<file path="config.mk">
export PLATFORM = sky130hd
export DESIGN_NAME = sssel_start_select
export DESIGN_NICKNAME = d
export VERILOG_FILES = /design/src/shared/sssel_pkg.sv /design/src/verilog/sssel_coast_timer.sv /design/src/verilog/sssel_start_select.sv
export SDC_FILE = /design/constraint.sdc
export NUM_CORES = 1
export LEC_CHECK = 0
export BUFFER_PORTS_ARGS = -buffer_cell sky130_fd_sc_hd__buf_4
export CAP_MARGIN = 20
export CORE_UTILIZATION = 30
export CTS_CLUSTER_DIAMETER = 120
export DETAILED_ROUTE_END_ITERATION = 8
export HOLD_SLACK_MARGIN = 0.1
export PLACE_DENSITY = 0.53
export SETUP_SLACK_MARGIN = 0.02
export SLEW_MARGIN = 40
export SYNTH_ARGS = -nofsm -noshare
export SYNTH_HDL_FRONTEND = slang
export SYNTH_SLANG_ARGS = --single-unit
export TNS_END_PERCENT = 10
</file>
<file path="constraint.sdc">
create_clock -name clk -period 2.3 [get_ports clk]
set_input_delay 0.46 -clock clk [delete_from_list [all_inputs] [get_ports clk]]
set_output_delay 0.46 -clock clk [all_outputs]
set_load 0.02 [all_outputs]
</file>
<file path="src/shared/sssel_pkg.sv">
// Package for the start-command selection logic.
// Shared by the top module and the coast-delay timer.
package sssel_pkg;
    // Stop selection setting in tenths of a second, special codes as integers
    localparam int SEL_W = 14;
    localparam logic [13:0] SEL_DECEL_SPLIT = 14'h22B8; // 8888
    localparam logic [13:0] SEL_DECEL_PAIR = 14'h270F;  // 9999
    localparam logic [13:0] SEL_LOW_MAX = 14'h03E8;     // 100.0 s in 0.1 s units
    localparam logic [13:0] SEL_HIGH_MIN = 14'h2710;    // 1000.0 s
    localparam logic [13:0] SEL_HIGH_MAX = 14'h2AF8;    // 1100.0 s
    localparam logic [13:0] SEL_RESET = 14'h270F;
    // Terminal function codes
    localparam logic [7:0] FUNC_HOLD_STOP = 8'h19;      // 25
    localparam logic [7:0] FUNC_SECOND = 8'h03;         // 3
    localparam logic [7:0] FUNC_FWD_START = 8'h3C;      // 60
    localparam logic [7:0] FUNC_REV_START = 8'h3D;      // 61
    localparam int TERM_COUNT = 7;
    // Timing: 0.1 s tick at 25 MHz
    localparam int CLK_HZ = 25000000;
    localparam int TICK_MS = 100;
    localparam int TICK_CYCLES = CLK_HZ / 1000 * TICK_MS;
    typedef enum logic [1:0] {DIR_STOP, DIR_FWD, DIR_REV} sssel_dir_t;
    typedef enum logic [1:0] {ST_IDLE, ST_RUN, ST_DECEL, ST_COAST} sssel_state_t;
endpackage : sssel_pkg

</file>
<file path="src/verilog/sssel_coast_timer.sv">
// Coast delay timer counting 0.1 s ticks.
// Load pulse starts it; clear aborts it; done pulses once at expiry.
`timescale 1ns/100ps
module sssel_coast_timer
    import sssel_pkg::*;
#(
    parameter int TICK_LEN = TICK_CYCLES
) (
    input wire logic clk,
    input wire logic rst,
    input wire logic load,
    input wire logic clear,
    input wire logic [SEL_W-1:0] loadValue,
    output logic busy,
    output logic done
);
    logic [24:0] tickCount;
    logic [SEL_W-1:0] remain;
    logic [24:0] next_tickCount;
    logic [SEL_W-1:0] next_remain;
    logic next_busy;
    logic next_done;

    always_comb begin
        next_tickCount = tickCount;
        next_remain = remain;
        next_busy = busy;
        next_done = 1'b0;
        if (clear) begin
            next_busy = 1'b0;
        end else if (load) begin
            next_busy = 1'b1;
            next_remain = loadValue;
            next_tickCount = '0;
        end else if (busy) begin
            if (remain == '0) begin
                next_busy = 1'b0;
                next_done = 1'b1;
            end else if (tickCount == 25'(TICK_LEN - 1)) begin
                next_tickCount = '0;
                next_remain = remain - 1'b1;
            end else begin
                next_tickCount = tickCount + 1'b1;
            end
        end
    end

    always_ff @(posedge clk or posedge rst) begin
        if (rst) begin
            tickCount <= '0;
            remain <= '0;
            busy <= 1'b0;
            done <= 1'b0;
        end else begin
            tickCount <= next_tickCount;
            remain <= next_remain;
            busy <= next_busy;
            done <= next_done;
        end
    end
endmodule : sssel_coast_timer

</file>
<file path="src/verilog/sssel_start_select.sv">
// Start-command decoding, stop-method selection and three-wire self-hold.
// Inputs are synchronous levels from the input terminals; settings are static ports.
//
// Functional notes
// - Timed settings 0-100 s and 1000-1100 s coast after start removal.
// - Upper timed range: coast delay is setting minus 1000 s, split scheme.
// - Settings 9999 and 8888 decelerate to stop on start removal.
// - 9999 and low range: forward alone fwd, reverse alone rev, else stop.
// - 8888 and upper range: forward is run, reverse is direction.
// - Hold input on enables self-hold; start inputs only trigger.
// - Start pulse on then off keeps latched command running.
// - Hold input off releases latch and decelerates to stop.
// - Hold function only active if some terminal has function code 25.
// - Hold input taken only from a physical terminal.
// - Inching request on makes hold input ignored.
// - Output shutoff stops output but keeps the self-hold latch.
// - Forward start only on terminal 0, reverse start only on terminal 1.
// - Terminal function chosen by code; second function uses code 3.
`timescale 1ns/100ps
module sssel_start_select
    import sssel_pkg::*;
#(
    parameter int TERMS = TERM_COUNT,
    parameter int TICK_LEN = TICK_CYCLES
) (
    input wire logic clk,
    input wire logic rst,
    input wire logic [TERMS-1:0] terminalIn,
    input wire logic [TERMS*8-1:0] terminalFunc,
    input wire logic [SEL_W-1:0] stopSelectionSetting,
    input wire logic inchingRequestInput,
    input wire logic outputShutoffInput,
    output logic runForward,
    output logic runReverse,
    output logic decelStop,
    output logic coastStop,
    output logic outputEnable,
    output logic selfHoldActive,
    output logic secondFunctionActive,
    output logic settingInvalid
);
    logic [1:0] runDir;
    logic holdLatch;
    logic [1:0] latchedDir;
    logic prevFwd;
    logic prevRev;
    sssel_state_t state;
    logic [1:0] next_runDir;
    logic next_holdLatch;
    logic [1:0] next_latchedDir;
    sssel_state_t next_state;
    logic next_decel;
    logic next_coast;
    logic next_oe;
    logic next_second;
    logic next_invalid;

    logic forwardStartInput;
    logic reverseStartInput;
    logic holdStopInput;
    logic secondFunctionInput;
    logic holdAssigned;
    logic lowRange;
    logic highRange;
    logic splitScheme;
    logic coastMode;
    logic [1:0] cmdDir;
    logic timerLoad;
    logic timerClear;
    logic timerBusy;
    logic [SEL_W-1:0] delayValue;
    logic holdOn;
    logic [1:0] effDir;
    logic next_prevFwd;
    logic next_prevRev;
    logic next_runForward;
    logic next_runReverse;
    logic next_selfHold;

    function automatic logic [7:0] funcOf(input logic [TERMS*8-1:0] f, input int idx);
        funcOf = f[idx*8 +: 8];
    endfunction : funcOf

    // Any terminal holding a given function code, OR of its levels
    function automatic logic anyWith(input logic [TERMS*8-1:0] f, input logic [TERMS-1:0] t,
                                     input logic [7:0] code);
        anyWith = 1'b0;
        for (int i = 0; i < TERMS; i++) begin
            if (funcOf(f, i) == code) begin
                anyWith = anyWith | t[i];
            end
        end
    endfunction : anyWith

    function automatic logic hasFunc(input logic [TERMS*8-1:0] f, input logic [7:0] code);
        hasFunc = 1'b0;
        for (int i = 0; i < TERMS; i++) begin
            if (funcOf(f, i) == code) begin
                hasFunc = 1'b1;
            end
        end
    endfunction : hasFunc

    always_comb begin
        // Start functions live on fixed terminals only
        forwardStartInput = (funcOf(terminalFunc, 0) == FUNC_FWD_START) & terminalIn[0];
        reverseStartInput = (funcOf(terminalFunc, 1) == FUNC_REV_START) & terminalIn[1];
        holdAssigned = hasFunc(terminalFunc, FUNC_HOLD_STOP);
        holdStopInput = anyWith(terminalFunc, terminalIn, FUNC_HOLD_STOP);
        secondFunctionInput = anyWith(terminalFunc, terminalIn, FUNC_SECOND);
    end

    // Stop method and input scheme from the setting
    always_comb begin
        lowRange = stopSelectionSetting <= SEL_LOW_MAX;
        highRange = (stopSelectionSetting >= SEL_HIGH_MIN) && (stopSelectionSetting <= SEL_HIGH_MAX);
        splitScheme = highRange || (stopSelectionSetting == SEL_DECEL_SPLIT);
        coastMode = lowRange || highRange;
        delayValue = highRange ? SEL_W'(stopSelectionSetting - SEL_HIGH_MIN)
                               : stopSelectionSetting;
        if (splitScheme) begin
            if (!forwardStartInput) begin
                cmdDir = DIR_STOP;
            end else begin
                cmdDir = reverseStartInput ? DIR_REV : DIR_FWD;
            end
        end else begin
            case ({forwardStartInput, reverseStartInput})
                2'b10: cmdDir = DIR_FWD;
                2'b01: cmdDir = DIR_REV;
                default: cmdDir = DIR_STOP;
            endcase
        end
    end

    // Previous start levels for the trigger edges of the self-hold
    always_comb begin
        next_prevFwd = forwardStartInput;
        next_prevRev = reverseStartInput;
    end

    always_ff @(posedge clk or posedge rst) begin
        if (rst) begin
            prevFwd <= 1'b0;
            prevRev <= 1'b0;
        end else begin
            prevFwd <= next_prevFwd;
            prevRev <= next_prevRev;
        end
    end

    // Three-wire latch; jog or a missing hold code disables it
    always_comb begin
        logic fwdRise;
        logic revRise;
        fwdRise = forwardStartInput && !prevFwd;
        revRise = reverseStartInput && !prevRev;
        holdOn = holdAssigned && holdStopInput && !inchingRequestInput;
        next_holdLatch = holdLatch;
        next_latchedDir = latchedDir;
        if (!holdOn) begin
            next_holdLatch = 1'b0;
            next_latchedDir = DIR_STOP;
        end else begin
            // Start inputs only trigger; latch survives their release
            if (fwdRise && !revRise) begin
                next_holdLatch = 1'b1;
                next_latchedDir = DIR_FWD;
            end else if (revRise && !fwdRise) begin
                next_holdLatch = 1'b1;
                next_latchedDir = DIR_REV;
            end
        end
        // Shutoff does not touch the latch
        effDir = holdOn ? (next_holdLatch ? next_latchedDir : DIR_STOP) : cmdDir;
    end

    always_ff @(posedge clk or posedge rst) begin
        if (rst) begin
            holdLatch <= 1'b0;
            latchedDir <= DIR_STOP;
        end else begin
            holdLatch <= next_holdLatch;
            latchedDir <= next_latchedDir;
        end
    end

    // Run state; the stop method is chosen when the command drops
    always_comb begin
        next_state = state;
        next_runDir = runDir;
        next_decel = 1'b0;
        next_coast = 1'b0;
        timerLoad = 1'b0;
        timerClear = 1'b0;
        case (state)
            ST_IDLE: begin
                if (effDir != DIR_STOP) begin
                    next_state = ST_RUN;
                    next_runDir = effDir;
                end
            end
            ST_RUN: begin
                if (effDir == DIR_STOP) begin
                    next_runDir = DIR_STOP;
                    if (coastMode && !(holdAssigned && holdLatch && !holdOn)) begin
                        next_state = ST_COAST;
                        timerLoad = 1'b1;
                    end else begin
                        next_state = ST_DECEL;
                    end
                end else begin
                    next_runDir = effDir;
                end
            end
            ST_DECEL: begin
                // Holds until a new start; stop completion is judged outside
                next_decel = 1'b1;
                next_runDir = DIR_STOP;
                if (effDir != DIR_STOP) begin
                    next_state = ST_RUN;
                    next_runDir = effDir;
                end
            end
            ST_COAST: begin
                // Decelerate until the delay lapses, then free-run
                next_runDir = DIR_STOP;
                if (effDir != DIR_STOP) begin
                    timerClear = 1'b1;
                    next_state = ST_RUN;
                    next_runDir = effDir;
                end else if (timerBusy) begin
                    next_decel = 1'b1;
                end else begin
                    next_coast = 1'b1;
                end
            end
            default: begin
                next_state = ST_IDLE;
                next_runDir = DIR_STOP;
            end
        endcase
    end

    always_ff @(posedge clk or posedge rst) begin
        if (rst) begin
            state <= ST_IDLE;
            runDir <= DIR_STOP;
        end else begin
            state <= next_state;
            runDir <= next_runDir;
        end
    end

    // Output values, registered below so every port leaves a flip-flop
    always_comb begin
        next_runForward = next_runDir == DIR_FWD;
        next_runReverse = next_runDir == DIR_REV;
        next_selfHold = next_holdLatch;
        next_oe = !outputShutoffInput && !next_coast;
        next_second = secondFunctionInput;
        next_invalid = !(coastMode || stopSelectionSetting == SEL_DECEL_PAIR
                         || stopSelectionSetting == SEL_DECEL_SPLIT);
    end

    // Coast delay in 0.1 s ticks, restarted on each withdrawal
    sssel_coast_timer #(
        .TICK_LEN(TICK_LEN)
    ) u_timer (
        .clk(clk),
        .rst(rst),
        .load(timerLoad),
        .clear(timerClear),
        .loadValue(delayValue),
        .busy(timerBusy),
        .done()
    );

    // Registered outputs
    always_ff @(posedge clk or posedge rst) begin
        if (rst) begin
            runForward <= 1'b0;
            runReverse <= 1'b0;
            decelStop <= 1'b0;
            coastStop <= 1'b0;
            outputEnable <= 1'b0;
            selfHoldActive <= 1'b0;
            secondFunctionActive <= 1'b0;
            settingInvalid <= 1'b0;
        end else begin
            runForward <= next_runForward;
            runReverse <= next_runReverse;
            decelStop <= next_decel;
            coastStop <= next_coast;
            outputEnable <= next_oe;
            selfHoldActive <= next_selfHold;
            secondFunctionActive <= next_second;
            settingInvalid <= next_invalid;
        end
    end
endmodule : sssel_start_select
</file>
# Word level (Yosys, flattened, before mapping)
# Cells that the tools add are included.
[totals]
regBits = 56
latch_bits = 0
ramBits = 0
mem_bits_ro = 0
inputBits = 81
wordCells = 167
mem_count = 0
[classes]
add_sub_neg = 3
n_mul = 0
div = 0
magnitude_cmp = 3
n_eq_ne = 29
n_shift = 0
mux = 65
bitwise_logic = 15
n_reduce_logical = 36
[op_table]
columns = ["op", "n"]
rows = [
  ["25-bit 2-to-1 mux", 4],
  ["14-bit 2-to-1 mux", 5],
  ["8-bit by 2-bit == test with 1-bit output, second input constant", 7],
  ["8-bit by 5-bit == test with 1-bit output, second input constant", 7],
  ["1-bit 2-to-1 mux", 39],
  ["14-bit == test, second input constant", 2],
  ["2-bit 2-to-1 mux", 13],
  ["25-bit by 1-bit adder with 25-bit output, second input constant", 1],
  ["25-bit by 22-bit == test with 1-bit output, second input constant", 1],
  ["8-bit by 6-bit == test with 1-bit output, second input constant", 2],
  ["14-bit >= comparator, second input constant", 1],
  ["14-bit by 10-bit <= comparator with 1-bit output, second input constant", 1],
  ["14-bit <= comparator, second input constant", 1],
  ["14-bit zero test", 1],
  ["14-bit by 1-bit subtractor with 14-bit output, second input constant", 1],
  ["14-bit subtractor, second input constant", 1],
  ["1-bit bitwise OR", 12],
  ["1-bit logical AND", 11],
  ["1-bit zero test", 10],
  ["2-bit == test, second input constant", 4],
  ["2-bit case mux with 2 select lines", 2],
  ["2-bit by 1-bit == test with 1-bit output, second input constant", 3],
  ["2-bit case mux with 3 select lines", 1],
  ["2-bit nonzero test", 3],
  ["other kinds (12)", 18],
]

# Longest topological paths before layout
[logic_depth]
depth_word = 25
depth_mapped = 13

# Modules after synthesis
# Synthesis repeated with hierarchy kept, for this count alone.
[hier_totals]
cells_unflattened = 470
hier_area_um2 = 3983.8
[by_module_without_submodules]
columns = ["module", "n_inst", "cells_per_inst", "area_per_inst_um2", "seq_area_each_um2"]
rows = [
  ["sssel_coast_timer", 1, 271, 2451.1, 1026.0],
  ["sssel_start_select", 1, 199, 1532.7, 400.4],
]

# Least setup slack after synthesis
# No wires, ideal clock.
[synth_path]
path_kind = "input -> register"
start = "in stopSelectionSetting[4]"
end = "reg u_timer.remain[11]"
setup_ns = 0.124
t_arrival_ns = 2.855
required_time_ns = 2.176
setup_slack_ns = -0.679
cell_stages = 12
path_buffers = 1
cell_sequence = "inv_1 ha_1 or3b_4 a311oi_2 o21bai_1 a21oi_2 xnor2_2 a211o_1 buf_6 nand4_2 o31a_1 o31a_1"
[synth_via]
elab_chain_len = 10
word_cells_on_any_way = 25
classes_between = "add/sub: 1; order compare: 3; eq/ne: 2; mux: 9; bitwise: 1; reduce/logical: 9"
[synth_lines]
columns = ["item", "line_no", "text"]
rows = [
  ["from (decl)", "sssel_start_select.sv:30", "input wire logic [SEL_W-1:0] stopSelectionSetting,"],
  ["14-bit >= comparator / 14-bit <= comparator (equally long branches)", "sssel_start_select.sv:116", "highRange = (stopSelectionSetting >= SEL_HIGH_MIN) && (stopSelectionSetting <= SEL_HIGH_MAX);"],
  ["1-bit logical AND", "sssel_start_select.sv:116", ""],
  ["1-bit logical OR", "sssel_start_select.sv:117", "splitScheme = highRange || (stopSelectionSetting == SEL_DECEL_SPLIT);"],
  ["2-bit 2-to-1 mux", "sssel_start_select.sv:121", "if (splitScheme) begin"],
  ["2-bit 2-to-1 mux", "sssel_start_select.sv:175", "effDir = holdOn ? (next_holdLatch ? next_latchedDir : DIR_STOP) : cmdDir;"],
  ["2-bit zero test / 2-bit nonzero test (equally long branches)", "sssel_start_select.sv:204, sssel_start_select.sv:228", ""],
  ["1-bit 2-to-1 mux, on equally long branches", "sssel_start_select.sv:204, sssel_start_select.sv:228", ""],
  ["1-bit 2-to-1 mux", "sssel_start_select.sv:196", "case (state)"],
  ["2-bit inequality test (no line), or another cell as far along", "n/a", ""],
  ["4-bit AND reduction (no line)", "n/a", ""],
  ["to (signal assigned)", "sssel_coast_timer.sv:56", "remain <= next_remain;"],
  ["to (decl)", "sssel_coast_timer.sv:18", "logic [SEL_W-1:0] remain;"],
]
# Several ways; a longest one is shown, not always the timed one.
# A chain may end at the register's enable or synchronous reset.

# Worst setup path after layout
[layout_path]
start = "in stopSelectionSetting[5]"
end = "reg u_timer.remain[1]"
# Same word-level chain as after synthesis.

==> qor.txt <==
Slew of the pin with the lowest slew margin - 339 ps
Worst slew slack as a fraction of its limit - 0.772
Detailed-route wire length per cell - 15.2 um
Total of flip-flops plus latches after synthesis - 56
Largest stage delay on the critical path - 410 ps
Total of warnings raised by yosys - 0
Global placer's final weighted congestion - 0.828
Placed wire-length estimate after detailed placement - 9750 um
Setup TNS after final layout - -10790 ps
Width of the die - 115 um
Leading post-synthesis cells by cell area - sky130_fd_sc_hd__dfrtp_1 37%, sky130_fd_sc_hd__nand2_1 3.9%, sky130_fd_sc_hd__nor2_1 3.9%
Vias per Instance - 5.18
Initial Utilization - 0.313
Critical path fanouts, max - 7
Worst path slowest cell - sky130_fd_sc_hd__a211o_4
Number of antenna cells inserted - 0
Area of the die - 13200 um2
Worst slack on hold paths - 121 ps
Status - finished, violations left
Hold Buf Count CTS - 0
Crit path DAT - 2810 ps
Number of vias in the routed layout - 4275
Final Max Tran Viols - 0
I/O pin total - 89
Area grow syn2layout - 59.5%
# setup viols final - 40
Clock slew at reported path FFs - 80 ps
Number of cell rows - 40
Bufs and invs on worst path - 2
Routed Wire Length - 12500 um
Hold/Removal Path Class - in2async
Max-cap viol count - 0
Clk Latency, worst-skew pair - 300 ps
Number of antenna violations at the first check in global routing - 0
Launching element type of the critical path - input pin
Max IR drop VDD - 0.475 mV
CP Class - in2reg
Std-Cell Core Area - 12200 um2
Number of global-route vias before repair - 4356
Layout cells sized above 1 - 0.431
Number of sinks handled by clock tree synthesis - 56
Largest net degree at the start of global routing - 44
Primary flip-flop cell chosen by synthesis mapping - sky130_fd_sc_hd__dfrtp_1
Failing checks - setup timing
RSZ-0062 raised after global routing - yes
Post-synth top area share - 0.366
Worst reg-to-reg path cell count - 9
Fmax - 0.380 GHz
Input/output buffers - 88
Flop-to-flop setup slack - -250 ps
Post-synthesis async set-or-reset flop share - 1.00
Endpoint of the most critical register-to-register path - u_timer.remain[11]
Wire length of the first global-routing pass - 21000 um
Post-Syn Nets - 532
Total power draw - 3.50 mW
TritonCTS Buffers - 5
First-pass detailed-route iteration total - 4
Cells after synthesis - 445
Final worst clock skew - 10.3 ps
Total DRC errors in the routed layout - 0
Core Util, Final - 0.499
Final critical-path share of the clock period - 1.14
Total power per unit cell area - 574 nW/um2
Sequential share of the synthesized area - 0.366
Mapped Avg Cell Area - 8.59 um2
Root buffer selected by CTS - sky130_fd_sc_hd__clkbuf_16
Library cell with the largest summed area after synthesis - sky130_fd_sc_hd__dfrtp_1
Multi-input combinational cell area - 2550 um2
Count of cell types in the netlist - 68
Worst path cell trace - buf_12, inv_16, ha_4, or3b_4, a311oi_2, o21bai_1, a21oi_2, xnor2_2, a211o_4, and3_4, mux2i_1, mux2_2
Sequential Area - 1400 um2
EDFF count, synth - 0
Count of endpoints failing hold in the final timing report - 0
Deepest level of the CTS H-tree - 2
Net count, final - 743
Endpoint type of the worst setup path - register
Fin crit period - 2630 ps
Final critical-path setup slack - -333 ps
Buffers from clock root to sink, at most - 2
Required time at the worst-slack endpoint - 2480 ps
Levels on crit path - 12
Kind of cell adding the most delay to the critical path - compound AO/OA/AOI/OAI gates
Origin of the critical flop-to-flop path - u_timer.remain[9]
Setup WS pre-CTS - -935 ps
Filler Cells Inserted - 1206
Remaining number of nets flagged by the antenna check after routing - 0
Synth Cell Area - 3820 um2
Leakage dissipation - 2.68 nW
TritonCTS clock tree - done
Violation count after the first detailed-routing iteration - 199
Remaining Overflow, GRT - 0
Global-route usage over all layers - 0.200
Die outline height - 115 um
[repair_timing]
action	4_1_cts	5_1_grt
gates resized for setup	54	27
gates cloned	1	0
endpoints found under the setup margin	43	47
pin swaps	32	21
hold endpoints to repair	0	0
buffers inserted	12	0
[per-stage QoR]
step                instances  cell area (um2)
floorplan                 445             3880
global placement          804             5550
detailed placement        804             5550
CTS                       825             5990
global route              825             6100
finish                    825             6100
[worst register-to-register path: stages (launching register included)]
cell and delay [ps]:
sky130_fd_sc_hd__dfrtp_1 400, sky130_fd_sc_hd__or3_1 380, sky130_fd_sc_hd__or2_1 230, sky130_fd_sc_hd__or3_1 330, sky130_fd_sc_hd__o31a_1 350, sky130_fd_sc_hd__buf_4 180
sky130_fd_sc_hd__nand4_4 120, sky130_fd_sc_hd__buf_4 130, sky130_fd_sc_hd__nor4_1 40, sky130_fd_sc_hd__o31a_1 280
[kinds of logic after synthesis]
family	count (synthesis)	synth area share
adders and majority gates	7	0.0223
buffers and inverters	25	0.0281
muxes	3	0.00851
AOI/OAI and AO/OA	114	0.201
and+or+nand+nor	223	0.333
DFF	56	0.366
xor gates and xnor gates	17	0.0409
[how the worst max path moves through the flow]
stage	startpoint	endpoint	slack, ps
CTS	stopSelectionSetting[5]	u_timer.remain[1]	-400
global placement	stopSelectionSetting[5]	u_timer.remain[11]	-860
global route	stopSelectionSetting[5]	u_timer.tickCount[20]	-440
detailed placement	stopSelectionSetting[5]	u_timer.remain[11]	-940
finish	stopSelectionSetting[5]	u_timer.remain[1]	-330
floorplan	stopSelectionSetting[5]	u_timer.remain[11]	-480
[layer usage]
metal,share of wire,vias to the layer above,GRT usage,wire [um]
met2,0.51,98,0.352,6320
met5,0,-,0,0
met3,0.037,16,0.0343,465
met4,0.014,0,0.0433,170
li1,-,2102,-,-
met1,0.44,2059,0.255,5550
[state kept, by name, indices dropped and copies added, names as in the netlist, 2 cells and up]
signal	cells
u_timer.tickCount	25
u_timer.remain	14
latchedDir	2
runDir	2
state	2
[final cells by class]
type                       instances  share of cell area
multi-input combinational        365               0.419
tap                              168              0.0345
inverter                          16              0.0142
clock inverter                     3             0.00472
sequential                        56               0.230
clock buffer                       5              0.0205
timing repair buffer             212               0.278
[cell usage in the layout (no fill, tap or decap), types with 4 or more instances in the layout]
master / count
sky130_fd_sc_hd__and3b_1: 5
sky130_fd_sc_hd__a22o_1: 8
sky130_fd_sc_hd__a21oi_1: 20
sky130_fd_sc_hd__buf_6: 14
sky130_fd_sc_hd__a31oi_1: 11
sky130_fd_sc_hd__o21ai_1: 12
sky130_fd_sc_hd__and4_1: 5
sky130_fd_sc_hd__o21ai_0: 14
sky130_fd_sc_hd__nor2_2: 4
sky130_fd_sc_hd__clkbuf_16: 5
sky130_fd_sc_hd__buf_12: 4
sky130_fd_sc_hd__xor2_1: 5
sky130_fd_sc_hd__nand3_1: 23
sky130_fd_sc_hd__nand2_1: 37
sky130_fd_sc_hd__or3_1: 14
sky130_fd_sc_hd__inv_1: 12
sky130_fd_sc_hd__o31ai_1: 4
sky130_fd_sc_hd__and2_1: 6
sky130_fd_sc_hd__o31a_1: 6
sky130_fd_sc_hd__nor3_1: 12
sky130_fd_sc_hd__nand4_1: 19
sky130_fd_sc_hd__and3_1: 10
sky130_fd_sc_hd__buf_4: 194
sky130_fd_sc_hd__a21oi_2: 4
sky130_fd_sc_hd__nor4_1: 8
sky130_fd_sc_hd__nor2_1: 36
sky130_fd_sc_hd__ha_1: 4
sky130_fd_sc_hd__dfrtp_1: 56
sky130_fd_sc_hd__nor3b_1: 5
sky130_fd_sc_hd__xnor2_1: 9
[cells in the mapped netlist (4+ instances only)]
cell	number
sky130_fd_sc_hd__o31a_1	6
sky130_fd_sc_hd__or3_1	14
sky130_fd_sc_hd__and3_1	10
sky130_fd_sc_hd__ha_1	6
sky130_fd_sc_hd__buf_2	5
sky130_fd_sc_hd__xor2_1	5
sky130_fd_sc_hd__o31ai_1	7
sky130_fd_sc_hd__a22o_1	8
sky130_fd_sc_hd__dfrtp_1	56
sky130_fd_sc_hd__nand2_1	40
sky130_fd_sc_hd__nor4_1	9
sky130_fd_sc_hd__and2_1	6
sky130_fd_sc_hd__xnor2_1	11
sky130_fd_sc_hd__nor3_1	15
sky130_fd_sc_hd__a21oi_1	24
sky130_fd_sc_hd__o21ai_0	28
sky130_fd_sc_hd__a211oi_1	4
sky130_fd_sc_hd__a31oi_1	11
sky130_fd_sc_hd__nand3_1	23
sky130_fd_sc_hd__nor3b_1	6
sky130_fd_sc_hd__and3b_1	5
sky130_fd_sc_hd__and4_1	5
sky130_fd_sc_hd__inv_1	16
sky130_fd_sc_hd__nor2_1	40
sky130_fd_sc_hd__nand4_1	19
[power by group]
part           switching, mW  total, mW  internal [mW]
combinational          0.639       1.29          0.650
sequential             0.203       1.40           1.20
clock                  0.392      0.813          0.421
total                   1.23       3.50           2.27
Power figures use the tool's default switching activity.
